**config.mk**
```make
export PLATFORM = sky130hd
export DESIGN_NAME = lcd_ctrl_host_bus_port
export DESIGN_NICKNAME = d
export VERILOG_FILES = /design/src/lhp_pkg.sv /design/src/lhp_pin_if.sv /design/src/lcd_ctrl_host_bus_port.sv /design/src/lhp_pin_sync.sv
export SDC_FILE = /design/constraint.sdc
export NUM_CORES = 1
export LEC_CHECK = 0
export BUFFER_PORTS_ARGS = -buffer_cell sky130_fd_sc_hd__buf_4
export CAP_MARGIN = 20
export CORE_MARGIN = 2
export CORE_UTILIZATION = 56
export CTS_CLUSTER_DIAMETER = 40
export DETAILED_ROUTE_END_ITERATION = 12
export PLACE_DENSITY = 0.83
export SLEW_MARGIN = 20
export SYNTH_ARGS = -nofsm -noshare
export SYNTH_HDL_FRONTEND = slang
export SYNTH_SLANG_ARGS = --single-unit
export TNS_END_PERCENT = 30
```
**constraint.sdc**
```tcl
create_clock -name core_clk -period 2.53 [get_ports core_clk]
set_clock_uncertainty 0.05 [all_clocks]
set_input_delay 0.3795 -clock core_clk [delete_from_list [all_inputs] [get_ports core_clk]]
set_output_delay 0.3795 -clock core_clk [all_outputs]
set_load 0.02 [all_outputs]
```
**src/lhp_pkg.sv**
```systemverilog
/*
  lhp_pkg: constants and types shared by the host bus port of the character
  display controller.
  Assumes a single core clock of 100 MHz; all pins arrive asynchronously.
*/
package lhp_pkg;

  localparam int          LHP_BUS_W       = 8;
  localparam int          LHP_AC_W        = 7;
  localparam int          LHP_TOP_BIT     = 7;
  localparam int          LHP_SUB_ADDR_BIT = 3;
  localparam logic        LHP_CHOICE_CTRL = 1'b0;
  localparam logic        LHP_CHOICE_DATA = 1'b1;
  localparam logic        LHP_DIR_READ    = 1'b1;
  localparam logic        LHP_DIR_WRITE   = 1'b0;
  localparam logic [7:0]  LHP_BYTE_RST    = 8'h00;
  localparam logic [3:0]  LHP_NIB_RST     = 4'h0;
  localparam int          LHP_SYNC_STAGES = 2;
  // idle pin levels: bus, direction and choice pulled high, strobe and sleep low
  localparam logic [11:0] LHP_SYNC_RST    = 12'hff6;

  typedef enum logic [1:0] {
    LHP_ST_IDLE  = 2'b00,
    LHP_ST_WRITE = 2'b01,
    LHP_ST_READ  = 2'b10
  } lhp_state_t;

endpackage : lhp_pkg

```
**src/lhp_pin_if.sv**
```systemverilog
/*
  lhp_pin_if: synchronised host pin levels passed from the pin synchroniser
  to the port logic.
  Assumes both ends run on core_clk.
*/
`timescale 1ns/1ns
`default_nettype none
interface lhp_pin_if;
  logic       strobe;
  logic       regChoice;
  logic       readDir;
  logic       sleep;
  logic [7:0] busIn;
  modport src (output strobe, output regChoice, output readDir, output sleep, output busIn);
  modport dst (input strobe, input regChoice, input readDir, input sleep, input busIn);
endinterface : lhp_pin_if
`default_nettype wire

```
**src/lcd_ctrl_host_bus_port.sv**
```systemverilog
/*
  lcd_ctrl_host_bus_port: parallel host port of the character display
  controller, 8 or 4 bit wide, with busy flag and address counter readback.
  Assumes the display core supplies busy, address counter and read data on
  core_clk, and takes the one-cycle write pulses; the serial link is outside.
  Assumes the pads resolve each data line from busPinOe line by line, and that
  every host pin may change at any time relative to core_clk.
  nibbleMode comes from core_clk logic and only changes while the bus is idle.
  Limitation: the read source and busy flag are latched at each read strobe rise,
  so a counter change inside an open strobe shows on the next read only.
  sleepReset is shown in the same cycle that the port goes quiet.
*/
`timescale 1ns/1ns
`default_nettype none
// Operation
// - choice low: write instruction, read busy+counter
// - choice high: data register both ways
// - direction high reads, low writes
// - act on strobe falling edge
// - 4-bit: only upper nibble lines used
// - drive bus only during reads
// - top data line shows busy flag
// - serial sub-address from data line 3
// - sleep low normal, high powers down
// - busy high rejects instructions
// - counter on data lines 6 to 0
// - sleep resets whole state (writeByte and sub_q are not reset)
module lcd_ctrl_host_bus_port
  import lhp_pkg::*;
(
  input  wire logic       core_clk,
  input  wire logic       rstn,
  input  wire logic       nibbleMode,
  input  wire logic       strobePin,
  input  wire logic       regChoicePin,
  input  wire logic       readDirPin,
  input  wire logic       sleepPin,
  input  wire logic [7:0] busPinIn,
  output logic      [7:0] busPinOut,
  output logic      [7:0] busPinOe,
  output logic            i2cSubAddr,
  input  wire logic       coreBusy,
  input  wire logic [6:0] coreAddrCount,
  input  wire logic [7:0] coreReadData,
  output logic            instrWrite,
  output logic            dataWrite,
  output logic            dataRead,
  output logic      [7:0] writeByte,
  output logic            instrRejected,
  output logic            sleepReset
);
  lhp_pin_if pins ();

  lhp_pin_sync u_sync (
    .core_clk     (core_clk),
    .rstn         (rstn),
    .strobePin    (strobePin),
    .regChoicePin (regChoicePin),
    .readDirPin   (readDirPin),
    .sleepPin     (sleepPin),
    .busPin       (busPinIn),
    .pins         (pins)
  );

  lhp_state_t state_q;
  logic       strobe_q;
  logic       strobeFall;
  logic       strobeRise;
  logic       lowHalf_q;
  logic [3:0] upperNib_q;
  logic [7:0] readByte_q;
  logic [7:0] driveByte;
  logic       sub_q;
  logic       byteDone;
  logic [7:0] fullByte;
  logic [7:0] statusByte;
  logic       driveOn;
  logic       wrDone;
  logic       rdDone;
  logic       sleepOut_q;

  // the status byte puts the busy flag above the counter; refuse a layout that breaks that
  if (LHP_AC_W + 1 != LHP_BUS_W || LHP_TOP_BIT != LHP_BUS_W - 1 || LHP_SUB_ADDR_BIT >= LHP_BUS_W) begin : g_bad_layout
    $error("status byte layout does not fit the data lines");
  end

  // edges come from the second sync stage only, so a metastable first stage is never read
  assign strobeFall = strobe_q & ~pins.strobe;
  assign strobeRise = ~strobe_q & pins.strobe;
  assign statusByte = {coreBusy, coreAddrCount};

  // sleep acts as a synchronous reset of the port state except writeByte and sub_q
  always_ff @(posedge core_clk or negedge rstn) begin
    if (!rstn) strobe_q <= 1'b0;
    else if (pins.sleep) strobe_q <= 1'b0;
    else strobe_q <= pins.strobe;
  end

  // the state keeps the direction seen at the rise for the whole strobe
  always_ff @(posedge core_clk or negedge rstn) begin
    if (!rstn) state_q <= LHP_ST_IDLE;
    else if (pins.sleep) state_q <= LHP_ST_IDLE;
    else begin
      unique case (state_q)
        LHP_ST_IDLE: begin
          if (strobeRise) state_q <= (pins.readDir == LHP_DIR_READ) ? LHP_ST_READ : LHP_ST_WRITE;
        end
        LHP_ST_WRITE,
        LHP_ST_READ: begin
          if (strobeFall) state_q <= LHP_ST_IDLE;
        end
        default: state_q <= LHP_ST_IDLE;
      endcase
    end
  end

  // read byte is latched when the strobe rises so it stays steady while driven
  always_ff @(posedge core_clk or negedge rstn) begin
    if (!rstn) readByte_q <= LHP_BYTE_RST;
    else if (pins.sleep) readByte_q <= LHP_BYTE_RST;
    else if (strobeRise && pins.readDir == LHP_DIR_READ) begin
      if (pins.regChoice == LHP_CHOICE_CTRL) readByte_q <= statusByte;
      else readByte_q <= coreReadData;
    end
  end

  // nibble phase: toggles on every completed strobe in 4-bit mode
  always_ff @(posedge core_clk or negedge rstn) begin
    if (!rstn) lowHalf_q <= 1'b0;
    else if (pins.sleep || !nibbleMode) lowHalf_q <= 1'b0;
    else if (strobeFall && state_q != LHP_ST_IDLE) lowHalf_q <= ~lowHalf_q;
  end

  // the upper half waits here for its partner strobe
  always_ff @(posedge core_clk or negedge rstn) begin
    if (!rstn) upperNib_q <= LHP_NIB_RST;
    else if (pins.sleep) upperNib_q <= LHP_NIB_RST;
    else if (strobeFall && state_q == LHP_ST_WRITE && nibbleMode && !lowHalf_q)
      upperNib_q <= pins.busIn[7:4];
  end

  assign byteDone = strobeFall && state_q != LHP_ST_IDLE && (!nibbleMode || lowHalf_q);
  // in 4-bit mode the held upper half meets the lower half on the second fall
  assign fullByte = nibbleMode ? {upperNib_q, pins.busIn[7:4]} : pins.busIn;
  assign wrDone   = !pins.sleep && byteDone && state_q == LHP_ST_WRITE;
  assign rdDone   = !pins.sleep && byteDone && state_q == LHP_ST_READ;

  // the written byte holds until the next completed write
  always_ff @(posedge core_clk or negedge rstn) begin
    if (!rstn) writeByte <= LHP_BYTE_RST;
    else if (wrDone) writeByte <= fullByte;
  end

  // choice is taken at the fall, where the host still holds it steady
  always_ff @(posedge core_clk or negedge rstn) begin
    if (!rstn) begin
      instrWrite    <= 1'b0;
      dataWrite     <= 1'b0;
      dataRead      <= 1'b0;
      instrRejected <= 1'b0;
    end else begin
      instrWrite    <= 1'b0;
      dataWrite     <= 1'b0;
      dataRead      <= 1'b0;
      instrRejected <= 1'b0;
      if (wrDone) begin
        if (pins.regChoice == LHP_CHOICE_DATA) dataWrite <= 1'b1;
        else if (coreBusy) instrRejected <= 1'b1;
        else instrWrite <= 1'b1;
      end else if (rdDone && pins.regChoice == LHP_CHOICE_DATA) begin
        dataRead <= 1'b1;
      end
    end
  end

  // the serial sub-address bit follows the shared line 3 level
  always_ff @(posedge core_clk or negedge rstn) begin
    if (!rstn) sub_q <= 1'b0;
    else sub_q <= pins.busIn[LHP_SUB_ADDR_BIT];
  end
  assign i2cSubAddr = sub_q;

  always_comb begin
    driveByte = readByte_q;
    if (nibbleMode && lowHalf_q) driveByte = {readByte_q[3:0], 4'h0};
  end

  // drive only while a read strobe is open; 4-bit mode leaves the low lines released
  assign driveOn = !pins.sleep && state_q == LHP_ST_READ && pins.strobe;

  // one flop pair per data line
  for (genvar ln = 0; ln < LHP_BUS_W; ln++) begin : g_line
    logic laneUsed;
    assign laneUsed = !nibbleMode || ln >= LHP_BUS_W / 2;

    always_ff @(posedge core_clk or negedge rstn) begin
      if (!rstn) busPinOe[ln] <= 1'b0;
      else busPinOe[ln] <= driveOn && laneUsed;
    end

    // a released line reads zero so stale read data never leaks out
    always_ff @(posedge core_clk or negedge rstn) begin
      if (!rstn) busPinOut[ln] <= 1'b0;
      else busPinOut[ln] <= driveOn && laneUsed && driveByte[ln];
    end
  end

  // one more stage: sleep is shown only once pulses and drive are already quiet
  always_ff @(posedge core_clk or negedge rstn) begin
    if (!rstn) sleepOut_q <= 1'b0;
    else sleepOut_q <= pins.sleep;
  end
  assign sleepReset = sleepOut_q;

endmodule : lcd_ctrl_host_bus_port
`default_nettype wire

```
**src/lhp_pin_sync.sv**
```systemverilog
/*
  lhp_pin_sync: two flop synchroniser for every host pin level.
  Assumes pins are asynchronous to core_clk; nothing reads the first stage.
*/
`timescale 1ns/1ns
`default_nettype none
module lhp_pin_sync
  import lhp_pkg::*;
(
  input  wire logic       core_clk,
  input  wire logic       rstn,
  input  wire logic       strobePin,
  input  wire logic       regChoicePin,
  input  wire logic       readDirPin,
  input  wire logic       sleepPin,
  input  wire logic [7:0] busPin,
  lhp_pin_if.src          pins
);
  logic [11:0] meta_q;
  logic [11:0] sync_q;

  always_ff @(posedge core_clk or negedge rstn) begin
    if (!rstn) begin
      // pull-ups on the choice, direction and data pins give an idle level of one
      meta_q <= LHP_SYNC_RST;
      sync_q <= LHP_SYNC_RST;
    end else begin
      meta_q <= {busPin, sleepPin, readDirPin, regChoicePin, strobePin};
      sync_q <= meta_q;
    end
  end

  assign pins.strobe    = sync_q[0];
  assign pins.regChoice = sync_q[1];
  assign pins.readDir   = sync_q[2];
  assign pins.sleep     = sync_q[3];
  assign pins.busIn     = sync_q[11:4];
endmodule : lhp_pin_sync
`default_nettype wire

```
==> impl_metrics.json, run 1 <==
{
  "yosys.cell_types.count": 30,
  "synth_edf_count": 0,
  "finalWirelength_mm": 4.36,
  "cts_resized": 0,
  "clk_pin_slew_ns": 0.07,
  "startpoint_type": "register",
  "setup_tns_ns": 0,
  "io_buffers": 60,
  "critPathKind": "reg -> reg",
  "grt_antenna_before_repair": 0,
  "drt_iter0_markers": 98,
  "floorplan.die_area_um2": 5080,
  "grt_pass1_wl_mm": 7.15,
  "required_ns": 2.70,
  "rsz0062_at_grt": "false",
  "p_leak_nw": 1.58,
  "relSlewSlack": 0.498,
  "grt.total_usage": 0.190,
  "slowest_delay_ns": 0.44,
  "async_flop_share": 1.00,
  "syn_inst": 179,
  "fp-row-count": 24,
  "timing.rr.end": "writeByte[3]",
  "yosysSeqAreaShare": 0.641,
  "pin_count": 61,
  "worstPathCellList": "inv_1 > ha_1 > nor3b_4 > nand4b_2 > mux2_4",
  "yosys.area.top_type": "dfrtp_1",
  "grt_overflow": 0,
  "hp-class": "in -> async",
  "drc": 0,
  "syn-num-nets": 213,
  "reg2reg_from": "state_q[0]",
  "clock_tree.root_cell": "clkbuf_8",
  "vias": 1518,
  "chipWidth_um": 71.3,
  "dieHeight_um": 71.3,
  "layout_min_cycle_time_ns": 1.97,
  "post-route-util": 0.728,
  "rr_worst_depth": 5,
  "end_kind": "register",
  "cts_hold_buf": 0,
  "power_density_nw_per_um2": 676,
  "mostFrequentLayoutCell": "buf_4",
  "nNetsFinal": 272,
  "endpoint": "writeByte[3]",
  "arrival_ns": 2.14,
  "synth_top_area_frac": 0.434,
  "tightestPinTransition_ns": 0.752,
  "finalSetupViolations": 0,
  "wl_per_cell_um": 14.8,
  "clk_latency_ns": 0.34,
  "r2r_slack_ns": 0.56,
  "maxCapViolCount": 0,
  "final_cell_mix": "61 x buf_4, 44 x dfrtp_1, 20 x dfstp_2, 17 x mux2_2",
  "cts_buffers": 9,
  "grt_pass1_vias": 1513,
  "outcome": "complete, no violations",
  "path_max_fanout": 11,
  "worst_path_max_delay_cell": "mux2_4",
  "cts_buffer_depth": 2,
  "cts.htree.levels": 3,
  "postCtsSetupRepairBufs": 0,
  "postSynthAreaPerCell_um2": 14.2,
  "synthFlopType": "dfrtp_1",
  "viasPerCell": 5.15,
  "grt_max_degree": 65,
  "synth-seq-cells": 64,
  "routabilityCongestion": 0.718,
  "drt_first_pass_iters": 4,
  "drv_slew": 0,
  "synth_area_um2": 2540,
  "startpoint": "state_q[0]",
  "cts_tree": "yes",
  "ir_drop_v": 0.000411,
  "period_share": 0.779,
  "finalHoldViolations": 0,
  "core-area_um2": 4350,
  "cts_sinks": 64,
  "dpl.hpwl_mm": 2.96,
  "max_freq_mhz": 507,
  "drive_above_1_share": 0.510,
  "antenna_cells": 0,
  "yosysWarnings": 0,
  "start_util": 0.582,
  "post_synth_main_area_contributors": "dfrtp_1 43%, dfstp_2 21%, mux2_2 7.5%",
  "area_growth_pct": 25.1,
  "ant_nets": 0
}
-- logic make-up (layout without fill, tap and decap cells) --
logic type | after synthesis | in the layout | synth area share
DFF | 64 | 64 | 0.641
and+or+nand+nor | 46 | 46 | 0.108
muxes | 35 | 35 | 0.160
buffers and inverters | 20 | 84 | 0.0444
AOI/OAI and AO/OA | 10 | 10 | 0.0276
adders and majority gates | 3 | 3 | 0.0148
xor gates and xnor gates | 1 | 1 | 0.00345
-- power breakdown --
| group | internal (mW) | switching [mW] |
|---|---|---|
| sequential | 1.08 | 0.0304 |
| clock | 0.506 | 0.361 |
| combinational | 0.0883 | 0.0788 |
-- cell usage after synthesis (all sizes together), types with 2 or more instances --
cell type / number
ha: 3
dfrtp: 44
nor3b: 2
inv: 7
dfstp: 20
and3: 2
a32o: 2
a21oi: 6
and2: 4
nand3: 4
buf: 12
nand2: 7
nor2: 10
mux2i: 11
nand2b: 11
mux2: 24
nor3: 2
-- worst max-delay path: cells and delay by family, from the launching register on --
kind / cells / cell delay, ns
AND/OR/NAND/NOR: 2 / 0.67
flip-flops: 1 / 0.37
buffers and inverters: 1 / 0.07
adder cells (fa/ha/maj): 1 / 0.25
multiplexers: 1 / 0.44
-- metrics by stage --
step	instances	cell area [um^2]	setup WS (ns)	hold WS, ns	power, mW
floorplan	179	2540	0.909	0.0339	1.21
global placement	279	2970	0.618	0.286	1.29
detailed placement	279	2970	0.553	0.286	1.30
CTS	295	3170	0.553	0.0734	2.18
global route	295	3170	0.425	0.0695	2.24
finish	295	3170	0.558	0.0670	2.14
-- layer usage --
| metal | global-route usage | part of all wire |
|---|---|---|
| met4 | 0.0901 | 0.016 |
| met5 | 0 | 0 |
| met2 | 0.281 | 0.48 |
| met1 | 0.240 | 0.42 |
| met3 | 0.0872 | 0.084 |
-- cell type report --
type                    instances  area (um^2)
multi-input cells              95          797
inverters                       7         26.3
clock buffers                  13          159
repair buffers                 61          458
clock inverters                 3         40.0
fillers                       294         1180
flip-flops and latches         64         1630
well taps                      52         65.1
-- worst min path at each step --
stage	depth (start not counted)	start	endpoint	slack, ns
final	1	rstn	busPinOut[6]	0.07
after global routing	1	busPinIn[6]	u_sync.meta_q[10]	0.07
after CTS	1	rstn	busPinOut[6]	0.07
after detailed placement	0	u_sync.meta_q[3]	u_sync.sync_q[3]	0.29
after global placement	0	u_sync.meta_q[3]	u_sync.sync_q[3]	0.29
after floorplan	0	rstn	busPinOe[3]	0.03
-- state kept, by name (all words and copies together), names as in the netlist, 2 cells and up --
register,cells
writeByte,8
busPinOe,2
busPinOut,8
state_q,2
u_sync.meta_q,12
readByte_q,8
upperNib_q,4
u_sync.sync_q,12
Power figures use the tool's default switching activity.
==> run 2: changes to the inputs <==
--- a/config.mk
+++ b/config.mk
@@ -8,10 +8,10 @@
 export BUFFER_PORTS_ARGS = -buffer_cell sky130_fd_sc_hd__buf_4
 export CAP_MARGIN = 20
 export CORE_MARGIN = 2
-export CORE_UTILIZATION = 56
+export CORE_UTILIZATION = 52
 export CTS_CLUSTER_DIAMETER = 40
 export DETAILED_ROUTE_END_ITERATION = 12
-export PLACE_DENSITY = 0.83
+export PLACE_DENSITY = 0.78
 export SLEW_MARGIN = 20
 export SYNTH_ARGS = -nofsm -noshare
 export SYNTH_HDL_FRONTEND = slang
==> constraint.sdc (replaced) <==
create_clock -name core_clk -period 2.05 [get_ports core_clk]
set_clock_uncertainty 0.05 [all_clocks]
set_input_delay 0.3075 -clock core_clk [delete_from_list [all_inputs] [get_ports core_clk]]
set_output_delay 0.3075 -clock core_clk [all_outputs]
set_load 0.02 [all_outputs]
==> impl_metrics.json, run 2 (synthesis results as in run 1) <==
{
  "grt_pass1_vias": 1522,
  "nNetsFinal": 274,
  "relSlewSlack": 0.488,
  "fp-row-count": 25,
  "mostFrequentLayoutCell": "buf_4",
  "vias": 1533,
  "drc": 0,
  "chipWidth_um": 73.8,
  "floorplan.die_area_um2": 5450,
  "power_density_nw_per_um2": 792,
  "grt.total_usage": 0.177,
  "ant_nets": 0,
  "area_growth_pct": 25.5,
  "path_delay_family": "flip-flops",
  "end_kind": "register",
  "ir_drop_v": 0.000638,
  "clock_tree.root_cell": "clkbuf_8",
  "dieHeight_um": 73.8,
  "grt_max_degree": 65,
  "postCtsSetupRepairBufs": 0,
  "tightestPinTransition_ns": 0.768,
  "drv_slew": 0,
  "place_ws_ns": 0.338,
  "slowest_delay_ns": 0.38,
  "drt_iter0_markers": 52,
  "cts_sinks": 64,
  "p_leak_nw": 1.58,
  "cts.htree.levels": 3,
  "arrival_ns": 1.88,
  "required_ns": 2.21,
  "maxCapViolCount": 0,
  "grt_overflow": 0,
  "hp-class": "in -> async",
  "drt_first_pass_iters": 4,
  "fillerInstances": 346,
  "setup_tns_ns": 0,
  "r2r_slack_ns": 0.33,
  "startpoint_type": "register",
  "grt_antenna_before_repair": 0,
  "cts_resized": 0,
  "rsz0062_at_grt": "false",
  "finalHoldViolations": 0,
  "layout_min_cycle_time_ns": 1.72,
  "finalSetupViolations": 0,
  "cts_hold_buf": 0,
  "final_cell_mix": "63 x buf_4, 44 x dfrtp_1, 20 x dfstp_2, 17 x mux2_2",
  "routabilityCongestion": 0.706,
  "wl_per_cell_um": 14.0,
  "start_util": 0.537,
  "reg2reg_from": "state_q[0]",
  "cts_tree": "yes",
  "dpl.hpwl_mm": 3.02,
  "fin_ws_ns": 0.330,
  "core-area_um2": 4720,
  "grt_pass1_wl_mm": 7.02,
  "outcome": "complete, no violations",
  "viasPerCell": 4.91,
  "finalInstanceArea_um2": 3180,
  "cts_buffer_depth": 2,
  "io_buffers": 60,
  "pin_count": 61,
  "critPathBufInv": 2,
  "worst_path_max_delay_cell": "dfrtp_1",
  "placed_area_um2": 3010,
  "reg_top3": "u_sync.meta_q (12), u_sync.sync_q (12)",
  "worstPathCellList": "inv_1 > ha_1 > nor3b_4 > nand4b_2 > buf_4 > mux2_4",
  "drive_above_1_share": 0.514,
  "critPathKind": "reg -> reg",
  "finalWirelength_mm": 4.37,
  "clk_latency_ns": 0.33,
  "total_power_mw": 2.52,
  "clk_pin_slew_ns": 0.06,
  "max_freq_mhz": 582,
  "path_max_fanout": 11,
  "timing.rr.end": "writeByte[1]",
  "antenna_cells": 0,
  "rr_worst_depth": 6,
  "cts_buffers": 9,
  "period_share": 0.839
}
## run 2: cell types whose count changed in the layout (fill, tap and decap cells not counted), sizes merged
cell / delta
bufinv: -1
buf: +2
clkinvlp: +1
## run 2: layer usage
layer / share of wire / GRT usage / routed length [um] / vias up
met4: 0.011 / 0.0646 / 48 / 0
met1: 0.43 / 0.216 / 1900 / 755
li1: - / - / - / 716
met2: 0.50 / 0.288 / 2170 / 56
met5: 0 / 0 / 0 / -
met3: 0.059 / 0.0658 / 257 / 6
## run 2: how the worst max path moves through the flow
stage | startpoint | end | slack [ns] | cells after the start
final | state_q[0] | writeByte[1] | 0.33 | 6
after global routing | state_q[0] | writeByte[5] | 0.25 | 6
after CTS | state_q[0] | writeByte[3] | 0.33 | 6
after detailed placement | state_q[0] | writeByte[3] | 0.34 | 6
after global placement | state_q[0] | writeByte[2] | 0.38 | 6
after floorplan | state_q[0] | writeByte[1] | 0.43 | 6
## run 2: where the power goes
group | internal [mW] | switching (mW)
Combinational | 0.110 | 0.0988
Sequential | 1.33 | 0.0361
Clock | 0.502 | 0.443
Total | 1.94 | 0.578
## run 2: final cells by class
class | count | area (um^2) | share of cell area
sequential | 64 | 1630 | 0.511
multi-input combinational | 95 | 797 | 0.250
timing repair buffer | 63 | 473 | 0.149
clock buffer | 13 | 159 | 0.0499
tap | 67 | 83.8 | 0.0263
inverter | 7 | 26.3 | 0.00825
clock inverter | 3 | 17.5 | 0.00550
## run 2: worst register-to-register path, cell delays in order (launching register included)
cell	delay (ns)
dfrtp_1	0.38
inv_1	0.07
ha_1	0.24
nor3b_4	0.24
nand4b_2	0.11
buf_4	0.21
mux2_4	0.31
## run 2: through the flow
step	utilization	cells	hold slack [ns]
after global placement	0.637	296	0.286
after CTS	0.674	312	0.0198
after detailed placement	0.637	296	0.285
final	0.674	312	0.00220
after floorplan	-	179	-0.0381
after global routing	0.674	312	0.00721
